[config.mk]
export PLATFORM = sky130hd
export DESIGN_NAME = cbap_addr_phase
export DESIGN_NICKNAME = d
export VERILOG_FILES = /design/src/include/cbap_pkg.sv /design/src/verilog/cbap_addr_phase.sv /design/src/verilog/cbap_bist.sv
export VERILOG_INCLUDE_DIRS = /design/src /design/src/include
export SDC_FILE = /design/constraint.sdc
export NUM_CORES = 1
export LEC_CHECK = 0
export ABC_CLOCK_PERIOD_IN_PS = 1400
export BUFFER_PORTS_ARGS = -buffer_cell sky130_fd_sc_hd__buf_2
export CAP_MARGIN = 20
export CORE_MARGIN = 10
export CORE_UTILIZATION = 41
export DETAILED_ROUTE_END_ITERATION = 6
export GPL_ROUTABILITY_DRIVEN = 0
export PLACE_DENSITY = 0.75
export SLEW_MARGIN = 10
export SYNTH_ARGS = -nofsm -noshare
export SYNTH_HDL_FRONTEND = slang
export SYNTH_SLANG_ARGS = --single-unit
[constraint.sdc]
create_clock -name mclk -period 1.4 [get_ports mclk]
set_input_delay 0.28 -clock mclk [delete_from_list [all_inputs] [get_ports mclk]]
set_output_delay 0.28 -clock mclk [all_outputs]
set_load 0.01 [all_outputs]
[src/include/cbap_params.svh]
`ifndef CBAP_PARAMS_SVH
`define CBAP_PARAMS_SVH

// address and byte lane widths
`define CBAP_ADDR_W 30
`define CBAP_BE_W 4
// bit index of A4 within the A31..A2 vector
`define CBAP_INQ_LSB 2
// number of A31..A16 bits forced low on port cycles
`define CBAP_IO_HI_W 16
// self test length in clocks (choice; no figure is given)
`define CBAP_BIST_CYCLES 8'h20
`define CBAP_CNT_W 8

`endif

[src/include/cbap_pkg.sv]
package cbap_pkg;
    // address phase sequencer states, one-hot
    typedef enum logic [3:0] {
        CBAP_IDLE = 4'h1,
        CBAP_BIST = 4'h2,
        CBAP_ADDR = 4'h4,
        CBAP_WAIT = 4'h8
    } cbap_state_t;
endpackage : cbap_pkg

[src/verilog/cbap_addr_phase.sv]
`timescale 1ns/1ps
`include "cbap_params.svh"

// Contract
// - A3-A2 are outputs only and never sampled during cache inquiry.
// - memory cycles drive all thirty address bits, full 4G-byte range.
// - port cycles, except coprocessor, drive A31-A16 low for 64-Kbyte space.
// - strobe asserts only while address, byte enables and cycle type are driven.
// - strobe on a memory cycle marks management memory space when requested; port cycles never do.
// - strobe floats during hold acknowledge or float state.
// - address float request floats A31-A2 from the next clock cycle.
// - during float request only the address bus is disabled; cycle completes.
// - no new cycles during float request except inquiry write-backs.
// - float request sampled at reset; asserted at release runs self test first.
module cbap_addr_phase (
    input wire logic mclk,
    input wire logic reset_n,
    input wire logic address_float_request,
    input wire logic hold_ack,
    input wire logic float_req,
    input wire logic cyc_req,
    input wire logic cyc_writeback,
    input wire logic [`CBAP_ADDR_W-1:0] cyc_addr,
    input wire logic [`CBAP_BE_W-1:0] cyc_be_n,
    input wire logic cyc_mem,
    input wire logic cyc_data,
    input wire logic cyc_write,
    input wire logic cyc_copro,
    input wire logic cyc_smm,
    input wire logic cyc_end,
    output logic cyc_ack,
    input wire logic [`CBAP_ADDR_W-1:0] addr_in,
    output logic [`CBAP_ADDR_W-1:0] addr_out,
    output logic addr_oe,
    output logic [`CBAP_BE_W-1:0] byte_lane_enables_n,
    output logic mem_io_sel,
    output logic data_code_sel,
    output logic write_read_sel,
    output logic cycle_oe,
    output logic address_strobe_n,
    output logic address_strobe_oe,
    output logic smm_space,
    output logic [`CBAP_ADDR_W-1:0] inquiry_addr,
    output logic inquiry_valid,
    output logic bist_running
);
    cbap_pkg::cbap_state_t state;
    cbap_pkg::cbap_state_t next_state;
    logic first_clk;
    logic next_first_clk;
    logic bist_start;
    logic bist_busy;
    logic [`CBAP_ADDR_W-1:0] next_addr_out;
    logic next_addr_oe;
    logic [`CBAP_BE_W-1:0] next_be_n;
    logic next_mio;
    logic next_dc;
    logic next_wr;
    logic next_cycle_oe;
    logic next_strobe_n;
    logic next_strobe_oe;
    logic next_smm;
    logic [`CBAP_ADDR_W-1:0] next_inq;
    logic next_inq_valid;
    logic start_ok;
    logic strap;
    logic next_strap;
    logic wb_cycle;
    logic next_wb_cycle;

    // port cycle address: upper sixteen lines forced low unless coprocessor
    function automatic logic [`CBAP_ADDR_W-1:0] cbap_map_addr(
        input logic [`CBAP_ADDR_W-1:0] a,
        input logic mem,
        input logic copro
    );
        logic [`CBAP_ADDR_W-1:0] r;
        r = a;
        if (!mem && !copro) begin
            r[`CBAP_ADDR_W-1 -: `CBAP_IO_HI_W] = {`CBAP_IO_HI_W{1'b0}};
        end
        return r;
    endfunction : cbap_map_addr

    // the pins belong to someone else while any float input stands
    function automatic logic cbap_bus_taken(
        input logic afr,
        input logic hold,
        input logic flt
    );
        return afr || hold || flt;
    endfunction : cbap_bus_taken

    cbap_bist u_bist (
        .mclk(mclk),
        .reset_n(reset_n),
        .start(bist_start),
        .busy(bist_busy),
        .done()
    );

    // strap holds the float request seen at the previous edge; while first_clk is set, that edge had reset applied
    assign bist_start = first_clk && strap;
    assign bist_running = bist_busy;
    // a new cycle only when the address bus is ours again, or a write-back
    assign start_ok = !cbap_bus_taken(address_float_request, hold_ack, float_req)
        || cyc_writeback;

    // sequencer and address phase outputs
    always_comb begin
        next_state = state;
        next_first_clk = 1'b0;
        // strap follows the pin every edge; only its value at release matters
        next_strap = address_float_request;
        next_wb_cycle = wb_cycle;
        next_addr_out = addr_out;
        next_be_n = byte_lane_enables_n;
        next_mio = mem_io_sel;
        next_dc = data_code_sel;
        next_wr = write_read_sel;
        next_smm = smm_space;
        next_cycle_oe = !cbap_bus_taken(1'b0, hold_ack, float_req);
        next_strobe_n = 1'b1;
        next_strobe_oe = !cbap_bus_taken(1'b0, hold_ack, float_req);
        // float request floats address one clock later; cycle keeps running
        next_addr_oe = !cbap_bus_taken(address_float_request, hold_ack, float_req);
        // latch only A31-A4 of the inquiry; A3-A2 are output only
        next_inq = inquiry_addr;
        next_inq[`CBAP_INQ_LSB-1:0] = 2'h0;
        next_inq_valid = address_float_request && !addr_oe;
        if (next_inq_valid) begin
            next_inq[`CBAP_ADDR_W-1:`CBAP_INQ_LSB] = addr_in[`CBAP_ADDR_W-1:`CBAP_INQ_LSB];
        end
        cyc_ack = 1'b0;
        case (state)
            cbap_pkg::CBAP_IDLE: begin
                if (bist_start || bist_busy) begin
                    next_state = cbap_pkg::CBAP_BIST;
                end else if (cyc_req && start_ok && (addr_oe || cyc_writeback)) begin
                    next_addr_out = cbap_map_addr(cyc_addr, cyc_mem, cyc_copro);
                    next_be_n = cyc_be_n;
                    next_mio = cyc_mem;
                    next_dc = cyc_data;
                    next_wr = cyc_write;
                    next_smm = cyc_smm;
                    next_wb_cycle = cyc_writeback;
                    next_cycle_oe = 1'b1;
                    if (cyc_writeback) begin
                        next_addr_oe = 1'b1;
                    end
                    next_state = cbap_pkg::CBAP_ADDR;
                    cyc_ack = 1'b1;
                end
            end
            cbap_pkg::CBAP_BIST: begin
                // no bus cycle may be issued until self test ends
                if (!bist_busy && !bist_start) begin
                    next_state = cbap_pkg::CBAP_IDLE;
                end
            end
            cbap_pkg::CBAP_ADDR: begin
                // a write-back keeps its address on the pins through its strobe
                if (wb_cycle) begin
                    next_addr_oe = 1'b1;
                end
                // strobe only while phase signals are on the pins and stay there
                if (addr_oe && cycle_oe && next_addr_oe && next_cycle_oe) begin
                    next_strobe_n = 1'b0;
                    next_smm = smm_space && mem_io_sel;
                    next_state = cbap_pkg::CBAP_WAIT;
                end else if (!cbap_bus_taken(address_float_request, hold_ack, float_req)) begin
                    next_addr_oe = 1'b1;
                end
            end
            cbap_pkg::CBAP_WAIT: begin
                if (cyc_end) begin
                    next_state = cbap_pkg::CBAP_IDLE;
                end
            end
            default: begin
                next_state = cbap_pkg::CBAP_IDLE;
            end
        endcase
    end

    always_ff @(posedge mclk) begin
        // sampled in reset as well, so the strap is seen before release
        strap <= next_strap;
        if (!reset_n) begin
            state <= cbap_pkg::CBAP_IDLE;
            wb_cycle <= 1'b0;
            first_clk <= 1'b1;
            addr_out <= {`CBAP_ADDR_W{1'b0}};
            addr_oe <= 1'b0;
            byte_lane_enables_n <= {`CBAP_BE_W{1'b1}};
            mem_io_sel <= 1'b0;
            data_code_sel <= 1'b0;
            write_read_sel <= 1'b0;
            cycle_oe <= 1'b0;
            address_strobe_n <= 1'b1;
            address_strobe_oe <= 1'b0;
            smm_space <= 1'b0;
            inquiry_addr <= {`CBAP_ADDR_W{1'b0}};
            inquiry_valid <= 1'b0;
        end else begin
            state <= next_state;
            wb_cycle <= next_wb_cycle;
            first_clk <= next_first_clk;
            addr_out <= next_addr_out;
            addr_oe <= next_addr_oe;
            byte_lane_enables_n <= next_be_n;
            mem_io_sel <= next_mio;
            data_code_sel <= next_dc;
            write_read_sel <= next_wr;
            cycle_oe <= next_cycle_oe;
            address_strobe_n <= next_strobe_n;
            address_strobe_oe <= next_strobe_oe;
            smm_space <= next_smm;
            inquiry_addr <= next_inq;
            inquiry_valid <= next_inq_valid;
        end
    end
endmodule : cbap_addr_phase

[src/verilog/cbap_bist.sv]
`timescale 1ns/1ps
`include "cbap_params.svh"

// self test sequencer: runs a fixed count once when armed at reset release
module cbap_bist (
    input wire logic mclk,
    input wire logic reset_n,
    input wire logic start,
    output logic busy,
    output logic done
);
    logic [`CBAP_CNT_W-1:0] count;
    logic [`CBAP_CNT_W-1:0] next_count;
    logic next_busy;
    logic next_done;

    // count down while busy; done pulses one cycle at the end
    always_comb begin
        next_count = count;
        next_busy = busy;
        next_done = 1'b0;
        if (start && !busy) begin
            next_count = `CBAP_BIST_CYCLES;
            next_busy = 1'b1;
        end else if (busy) begin
            if (count == {`CBAP_CNT_W{1'b0}}) begin
                next_busy = 1'b0;
                next_done = 1'b1;
            end else begin
                next_count = count - 8'h01;
            end
        end
    end

    always_ff @(posedge mclk) begin
        if (!reset_n) begin
            count <= {`CBAP_CNT_W{1'b0}};
            busy <= 1'b0;
            done <= 1'b0;
        end else begin
            count <= next_count;
            busy <= next_busy;
            done <= next_done;
        end
    end
endmodule : cbap_bist

* Yosys cells after proc, flatten, opt, wreduce, memory -nomap -nowiden *
Index checks and enable logic that the tools add are counted.

word-level totals
  input port bits = 77
  output and inout bits = 75
  word-level logic and storage cells = 102
  bits in registers = 89

cells by class
  mux-type cells = 33
  bitwise operators = 3
  $add $sub $neg = 1
  reduce and logical (&&, ||, !) cells = 34
  eq/ne operators = 11

operators by type and width
  operator             count
  $mux 1               21
  $mux 4               5
  $mux 6               3
  $mux 16              1
  $pmux 4 s4           1
  $logic_and 1x1->1    11
  $ne 2x2->1 const B   5
  $logic_not 8->1      1
  $reduce_and 4->1     2
  $sub 8x1->8 const B  1
  $logic_not 1->1      7
  $logic_or 1x1->1     6
  $reduce_and 2->1     3
  $eq 4x1->1 const B   1
  $eq 4x2->1 const B   1
  $eq 4x3->1 const B   1
  $eq 4x4->1 const B   1
  $pmux 1 s2           2
  $reduce_bool 2->1    2
  $ne 3x3->1 const B   1
  $not 1->1            3
  $reduce_and 3->1     1
  $ne 2x1->1 const B   1
  $reduce_or 2->1      1

* Depth between registers and ports, before layout *
Gate-level depths: netlist of run 1.

  depth after elaboration = 9
  depth in mapped cells = 6
  mapped depth without buffers = 6

* Cells and area by module *
A second synthesis of run 1 with hierarchy kept.

second synthesis, totals
  cells, all modules = 403
  area total of the unflattened synthesis = 3344.5 um2

modules (own cells, without submodules)
  module           area an instance (um2)  instances  cells an instance  seq. area each (um2)
  cbap_addr_phase  2865.2                  1          350                1561.5
  cbap_bist        479.2                   1          53                 200.2

* Least setup slack after synthesis of run 1 *
No wires, ideal clock.

  path kind = register -> register
  start = register u_bist.busy
  end = register u_bist.count[5]
  stages on the path, launching flop included = 5
  path slack = -0.127 ns
  library setup time = 0.133 ns
  required time = 1.267 ns
  period minus slack after synthesis = 1.527 ns
  path buffers = 0
  arrival time = 1.395 ns
  cell sequence = dfxtp_1 or4b_1 a211o_1 o21ai_1 a31oi_1

between the ends
  word-level cells in the longest chain between the ends = 4

RTL lines
  what                                                       line             RTL
  start, declared                                            cbap_bist.sv:9   output logic busy,
  start signal, assigned                                     cbap_bist.sv:42  busy <= next_busy;
  $logic_not 1->1                                            cbap_bist.sv:22  if (start && !busy) begin
  $logic_and 1x1->1                                          cbap_bist.sv:22
  $ne 2x1->1 (no line) or $reduce_bool 2->1 (tied branches)  n/a
  $reduce_and 2->1 (no line)                                 n/a
  end signal, assigned                                       cbap_bist.sv:37  count <= {`CBAP_CNT_W{1'b0}};
  end signal, assigned                                       cbap_bist.sv:41  count <= next_count;
  end, declared                                              cbap_bist.sv:12  logic [`CBAP_CNT_W-1:0] count;

Parallel ways exist; a longest one is shown, timed or not.
A chain may end at the register's enable or synchronous reset.

* Final worst setup path of run 1 *
  start = register state[2]
  end = output cyc_ack

between the ends
  word-level cells in the longest chain between the ends = 2

RTL lines
  what                    line                    RTL
  start, declared         cbap_addr_phase.sv:47   cbap_pkg::cbap_state_t state;
  start signal, assigned  cbap_addr_phase.sv:190  state <= cbap_pkg::CBAP_IDLE;
  start signal, assigned  cbap_addr_phase.sv:206  state <= next_state;
  $eq 4x1->1              cbap_addr_phase.sv:135  case (state)
  $mux 1                  cbap_addr_phase.sv:135
  end, declared           cbap_addr_phase.sv:31   output logic cyc_ack,

No other way between the ends.

==> results.py, run 1 <==
metrics = {
    "hold_path": {
        "hold_start": "cyc_be_n[2]",
        "hold_class": "input pin to flip-flop",
    },
    "status": {
        "status": "finished with violations",
        "violations": "setup timing",
    },
    "route": {
        "avgViaCountPerCell": 4.928,
        "ant_nets": 0,
        "drt_iter0_drc": 124,
        "drc_errors": 0,
        "routedWlPerCell_um": 15.25,
        "drt_pass1_iterations": 4,
        "wirelength_um": 10140,
        "num_vias": 3277,
    },
    "grt": {
        "grt_max_degree": 40,
        "grt_pass1_wl_um": 15600,
        "antenna_found_initial": 0,
        "track_usage": 0.1641,
        "grt_pass1_vias": 3233,
        "grt-ovfl-total": 0,
    },
    "timing": {
        "layout_setup_ws_ns": -0.3160,
        "timing.slew.headroom": 0.6230,
        "final_max_slew_viol_count": 0,
        "fmax_mhz": 582.8,
        "worst_slew_pin_slew_ns": 0.5654,
        "fin_crit_ns": 1.716,
        "tns_ns": -7.348,
        "setup_viol": 44,
        "rsz0062_at_grt": "yes",
        "finalHoldViolCount": 0,
        "whs_ns": 0.1236,
        "fin_crit_sh": 1.226,
        "fin_skew_ns": 0.01305,
    },
    "cells_and_area": {
        "drive_gt1_frac": 0.3943,
        "antenna_cells": 0,
        "nets": 636,
        "areaGrowthSynthToFinish_pct": 43.42,
    },
    "die": {
        "die_w_um": 108.8,
        "start_util": 0.4206,
        "die_h_um": 108.8,
        "die_area_mm2": 0.01184,
        "rows": 32,
        "design.core.area_mm2": 0.007687,
        "ios": 152,
    },
    "logic_synthesis": {
        "synthMuxAreaShare": 0.006192,
        "synth_edf_count": 0,
        "ys_seq_elements": 87,
        "synth_xor_xnor_area_share": 0.005418,
        "ys_async_sr_fraction": 0,
        "synthAdderAreaFrac": 0.003870,
        "synth_ff_type": "dfxtp_1",
        "synth_compound_area_frac": 0.1490,
        "synth_area_mm2": 0.003233,
        "synth_top_family_by_area": "simple AND/OR/NAND/NOR gates",
        "synth_simple_gate_area_frac": 0.2527,
        "yosysSeqAreaShare": 0.5387,
        "synthCells": 393,
        "yosys_warnings": 0,
        "avgSynthCellArea_um2": 8.227,
        "yosysUniqueCellTypes": 43,
    },
    "place": {
        "place.port_buffers": 147,
        "preCtsSetupSlack_ns": -0.1562,
        "place_hpwl_um": 7438,
    },
    "clocking": {
        "cts_root_buffer": "clkbuf_8",
        "clkTransAtPathRegs_ns": 0.10,
        "clkSinkCount": 87,
        "clock_path_buffers": 2,
        "cts_buffers": 9,
        "htree_levels": 3,
        "worstSkewPairLatency_ns": 0.36,
        "cts_tree": "done",
        "hold_buffers": 0,
    },
    "critical_path": {
        "cp-startpoint": "state[2]",
        "critical_path_arrival_ns": 1.44,
        "critPathMaxFanout": 2,
        "cp-start-kind": "flip-flop",
        "crit_type": "flip-flop to output port",
        "r2r_start": "state[2]",
        "worstPathRequired_ns": 1.12,
        "crit_path_end_kind": "output port",
    },
    "flow_run": {
        "cap_violations": 0,
    },
    "pwr": {
        "powerDensity_mw_per_mm2": 1117,
        "p_leak_nw": 2.120,
        "ir_drop_mv": 0.5613,
    },
}
## synth_stat cells (2+ instances only)
cell type | count | area, µm²
nand2_1 | 122 | 457.9
dfxtp_1 | 87 | 1742
a21oi_1 | 67 | 335.3
nand3_1 | 24 | 120.1
clkbuf_1 | 17 | 63.81
nor2_1 | 13 | 48.80
buf_4 | 5 | 37.54
a31oi_1 | 4 | 25.02
inv_1 | 4 | 15.01
buf_2 | 3 | 15.01
nand2b_1 | 3 | 18.77
a211oi_1 | 2 | 15.01
inv_2 | 2 | 7.510
mux2i_1 | 2 | 20.02
nand4_1 | 2 | 12.51
nor2b_1 | 2 | 12.51
nor3_1 | 2 | 10.01
nor3b_1 | 2 | 15.01
nor4_1 | 2 | 12.51
nor4b_1 | 2 | 17.52
o2111a_1 | 2 | 22.52
o2111ai_1 | 2 | 17.52
or3_1 | 2 | 12.51
## layer usage
layer | routed length (µm) | GRT usage | vias to the layer above
li1 | - | - | 1654
met1 | 3994 | 0.1850 | 1511
met2 | 5120 | 0.2793 | 104
met3 | 918 | 0.06667 | 8
met4 | 105 | 0.04896 | 0
met5 | 0 | 0 | -
## worst max-delay path, stage by stage (launching register included)
cell	delay [ns]
dfxtp_4	0.36
nor4b_4	0.35
o2111ai_4	0.18
inv_4	0.10
buf_6	0.10
## path summary, 6_finish.rpt
kind / endpoint / depth (start not counted) / slack, ns
setup reg to reg: addr_out[9] / 7 / -0.26
setup / recovery: cyc_ack / 4 / -0.32
hold reg to reg: addr_out[11] / 2 / 0.45
hold / removal: byte_lane_enables_n[2] / 3 / 0.12
## what timing repair did
action / CTS / global route
endpoints found under the hold margin: 0 / 0
resized for setup: 7 / 12
setup endpoints to repair: 47 / 52
pin swaps: 2 / 16
buffers inserted: 2 / 0
cloned: 2 / 0
## placed cells by master, fill, tap and decap left out, drive strengths merged, types with 3 or more instances in the layout
cell type	synthesis	routed
nand3	24	24
buf	8	176
inv	6	10
nor4b	4	4
a21oi	67	67
a31oi	4	4
dfxtp	87	87
nand2	122	122
nor2	13	13
nand2b	3	3
clkbuf	17	9
## per-stage QoR
step	instances	util	total power, mW	cell area, µm²
5_1_grt	665	0.6032	5.432	4637
2_1_floorplan	394	-	3.153	3289
3_5_place_dp	645	0.5604	3.556	4308
4_1_cts	665	0.5973	5.223	4592
6_report	665	0.6032	5.180	4637
3_3_place_gp	645	0.5604	3.526	4308
## layout make-up
cell class,count,area [µm²]
Timing Repair Buffer,178,1104
Tap cell,102,127.6
Fill cell,687,3050
Sequential cell,87,1752
Clock buffer,9,123.9
Clock inverter,7,52.55
Multi-Input combinational cell,276,1453
Inverter,6,25.02
## cells by family after synthesis
kind of cell	after synthesis
simple gates	183
other cells	1
fa+ha+maj	1
mux	2
compound gates	86
flops	87
buf+inv	31
xor+xnor	2
## state kept, by name (all words and copies together), names as in the netlist, 4 cells and up
signal,cells
state,4
addr_out,30
u_bist.count,8
byte_lane_enables_n,4
inquiry_addr,28
## power breakdown
| part | switching (mW) | internal (mW) | total [mW] | leakage, nW |
|---|---|---|---|---|
| Clock | 0.954 | 0.665 | 1.62 | 0.0908 |
| Combinational | 0.464 | 0.417 | 0.882 | 1.32 |
| Sequential | 0.0722 | 2.61 | 2.68 | 0.713 |
(Power assumes the default switching activity.)
==> run 2, diff against run 1 <==
--- a/config.mk
+++ b/config.mk
@@ -6,15 +6,16 @@
 export SDC_FILE = /design/constraint.sdc
 export NUM_CORES = 1
 export LEC_CHECK = 0
-export ABC_CLOCK_PERIOD_IN_PS = 1400
+export ABC_CLOCK_PERIOD_IN_PS = 1800
 export BUFFER_PORTS_ARGS = -buffer_cell sky130_fd_sc_hd__buf_2
 export CAP_MARGIN = 20
 export CORE_MARGIN = 10
-export CORE_UTILIZATION = 41
+export CORE_UTILIZATION = 46
 export DETAILED_ROUTE_END_ITERATION = 6
 export GPL_ROUTABILITY_DRIVEN = 0
-export PLACE_DENSITY = 0.75
+export PLACE_DENSITY = 0.79
 export SLEW_MARGIN = 10
 export SYNTH_ARGS = -nofsm -noshare
 export SYNTH_HDL_FRONTEND = slang
+export SYNTH_HIERARCHICAL = 1
 export SYNTH_SLANG_ARGS = --single-unit
==> constraint.sdc (replaced) <==
create_clock -name mclk -period 1.8 [get_ports mclk]
set_input_delay 0.36 -clock mclk [delete_from_list [all_inputs] [get_ports mclk]]
set_output_delay 0.36 -clock mclk [all_outputs]
set_load 0.01 [all_outputs]
==> run 2 against run 1 <==
The run now ends clean. Sequential cell count unchanged. Combinational power decreased by 27%. Final area decreased by 4.6%. Critical path type unchanged.
==> results.py, run 2 <==
metrics = {
    "cells_and_area": {
        "areaGrowthSynthToFinish_pct": 33.43,
        "layout.cells.most_common": "buf_2",
        "nets": 629,
        "layout_common_cells": "146 x buf_2, 118 x nand2_1, 83 x dfxtp_1",
        "finalCoreUtilization": 0.6406,
        "largest_reg_flops": 30,
        "regMostFlops": "addr_out",
        "reg.largest.list": "addr_out: 30 flops, inquiry_addr: 28 flops, u_bist/count: 8 flops",
        "drive_gt1_frac": 0.3538,
        "antenna_cells": 0,
    },
    "timing": {
        "fin_crit_ns": 1.777,
        "finalHoldViolCount": 0,
        "setup_viol": 0,
        "final_max_slew_viol_count": 0,
        "fin_skew_ns": 0.009086,
        "tns_ns": 0,
        "fin_crit_sh": 0.9872,
        "whs_ns": 0.2286,
        "rsz0062_at_grt": "yes",
        "fmax_mhz": 562.8,
    },
    "critical_path": {
        "worstPathRequired_ns": 1.44,
        "timing.critical_path.buf_inv": 2,
        "critical-path-max-stage-delay_ns": 0.35,
        "cp_cell_sequence": "nor4b_4 -> o2111ai_4 -> inv_4 -> buf_6",
        "cp-start-kind": "flip-flop",
        "crit_type": "flip-flop to output port",
        "critical_path_arrival_ns": 1.42,
        "cpMaxStageDelayCell": "nor4b_4",
        "crit_family": "simple AND/OR/NAND/NOR gates",
        "critPathMaxFanout": 2,
        "crit_path_end_kind": "output port",
    },
    "grt": {
        "grt_pass1_wl_um": 15710,
        "grt-ovfl-total": 0,
        "antenna_found_initial": 0,
        "grt_pass1_vias": 3290,
        "track_usage": 0.1702,
        "grt_max_degree": 46,
    },
    "pwr": {
        "powerDensity_mw_per_mm2": 904.3,
        "internal_power_mw": 2.944,
        "switching_share": 0.2640,
        "comb_power_share": 0.161,
        "p_clk_frac": 0.315,
        "p_leak_nw": 2.008,
        "ir_drop_mv": 0.5800,
        "seq_power_share": 0.524,
        "switchingPower_mw": 1.056,
    },
    "status": {
        "status": "completed",
    },
    "logic_synthesis": {
        "yosys_warnings": 6,
        "synth_area_mm2": 0.003316,
        "synthCells": 400,
        "avgSynthCellArea_um2": 8.289,
    },
    "clocking": {
        "cts_buffers": 9,
        "cts_tree": "done",
        "worstSkewPairLatency_ns": 0.35,
        "htree_levels": 3,
        "clkTransAtPathRegs_ns": 0.08,
        "cts_root_buffer": "clkbuf_8",
        "clock_path_buffers": 2,
        "clkSinkCount": 87,
    },
    "place": {
        "place.port_buffers": 147,
        "place_hpwl_um": 7284,
    },
    "die": {
        "die_w_um": 104.9,
        "rows": 30,
        "die_h_um": 104.9,
        "design.core.area_mm2": 0.006907,
        "die_area_mm2": 0.01100,
        "start_util": 0.4801,
        "ios": 152,
    },
    "hold_path": {
        "hold_class": "input pin to flip-flop",
    },
    "route": {
        "drt_iter0_drc": 147,
        "ant_nets": 0,
        "num_vias": 3265,
        "drc_errors": 0,
        "wirelength_um": 9563,
        "drt_pass1_iterations": 4,
        "avgViaCountPerCell": 5.023,
        "routedWlPerCell_um": 14.71,
    },
    "flow_run": {
        "cap_violations": 0,
    },
}
[run 2: what timing repair did]
action                                  CTS  global route
resized for setup                         6             4
cloned                                    0             0
endpoints found under the setup margin    1             2
hold buffers                              0             0
setup buffers                             3             0
pin swaps                                 2             2
[run 2: routing by layer]
layer,GRT usage,part of all wire
met4,0.05588,0.019
met5,0,0
met1,0.1706,0.38
met2,0.3016,0.51
met3,0.08292,0.090
[run 2: power groups by stage]
stage / combinational [mW] / sequential [mW] / clock [mW]
after floorplan: 0.314 / 2.18 / 0
after global placement: 0.609 / 2.13 / 0
after detailed placement: 0.629 / 2.14 / 0
after CTS: 0.648 / 2.09 / 1.31
after global routing: 0.715 / 2.11 / 1.39
final: 0.644 / 2.10 / 1.26
[run 2: tightest hold or removal path: stages]
cell and delay, ns:
buf_2 0.08, nand2_1 0.04, nand3_1 0.07
[run 2: area by class of cell]
| type | instances | area (µm²) |
|---|---|---|
| inverters | 6 | 25.02 |
| well taps | 96 | 120.1 |
| repair buffers | 165 | 902.1 |
| flip-flops and latches | 87 | 1752 |
| clock inverters | 5 | 50.05 |
| clock buffers | 10 | 127.6 |
| multi-input cells | 281 | 1448 |
| fillers | 674 | 2482 |
[run 2: stage by stage]
step | instance area [µm²] | power (mW) | setup slack (ns) | cells
after floorplan | 3319 | 2.492 | 0.1922 | 401
after CTS | 4410 | 4.047 | -0.01030 | 650
after detailed placement | 4195 | 2.768 | 0.02517 | 632
after global routing | 4424 | 4.219 | -0.05113 | 650
after global placement | 4195 | 2.741 | 0.04604 | 632
final | 4424 | 4.001 | 0.02303 | 650
[run 2: path summary, 6_finish.rpt]
check / slack [ns] / end / cells past startpoint / from
worst max-delay path: 0.02 / cyc_ack / 4 / state[1]
worst min-delay path: 0.23 / byte_lane_enables_n[0] / 3 / cyc_be_n[0]
worst max register to register: 0.14 / u_bist/count[5] / 6 / u_bist/count[0]
worst min register to register: 0.45 / addr_out[20] / 2 / addr_out[20]
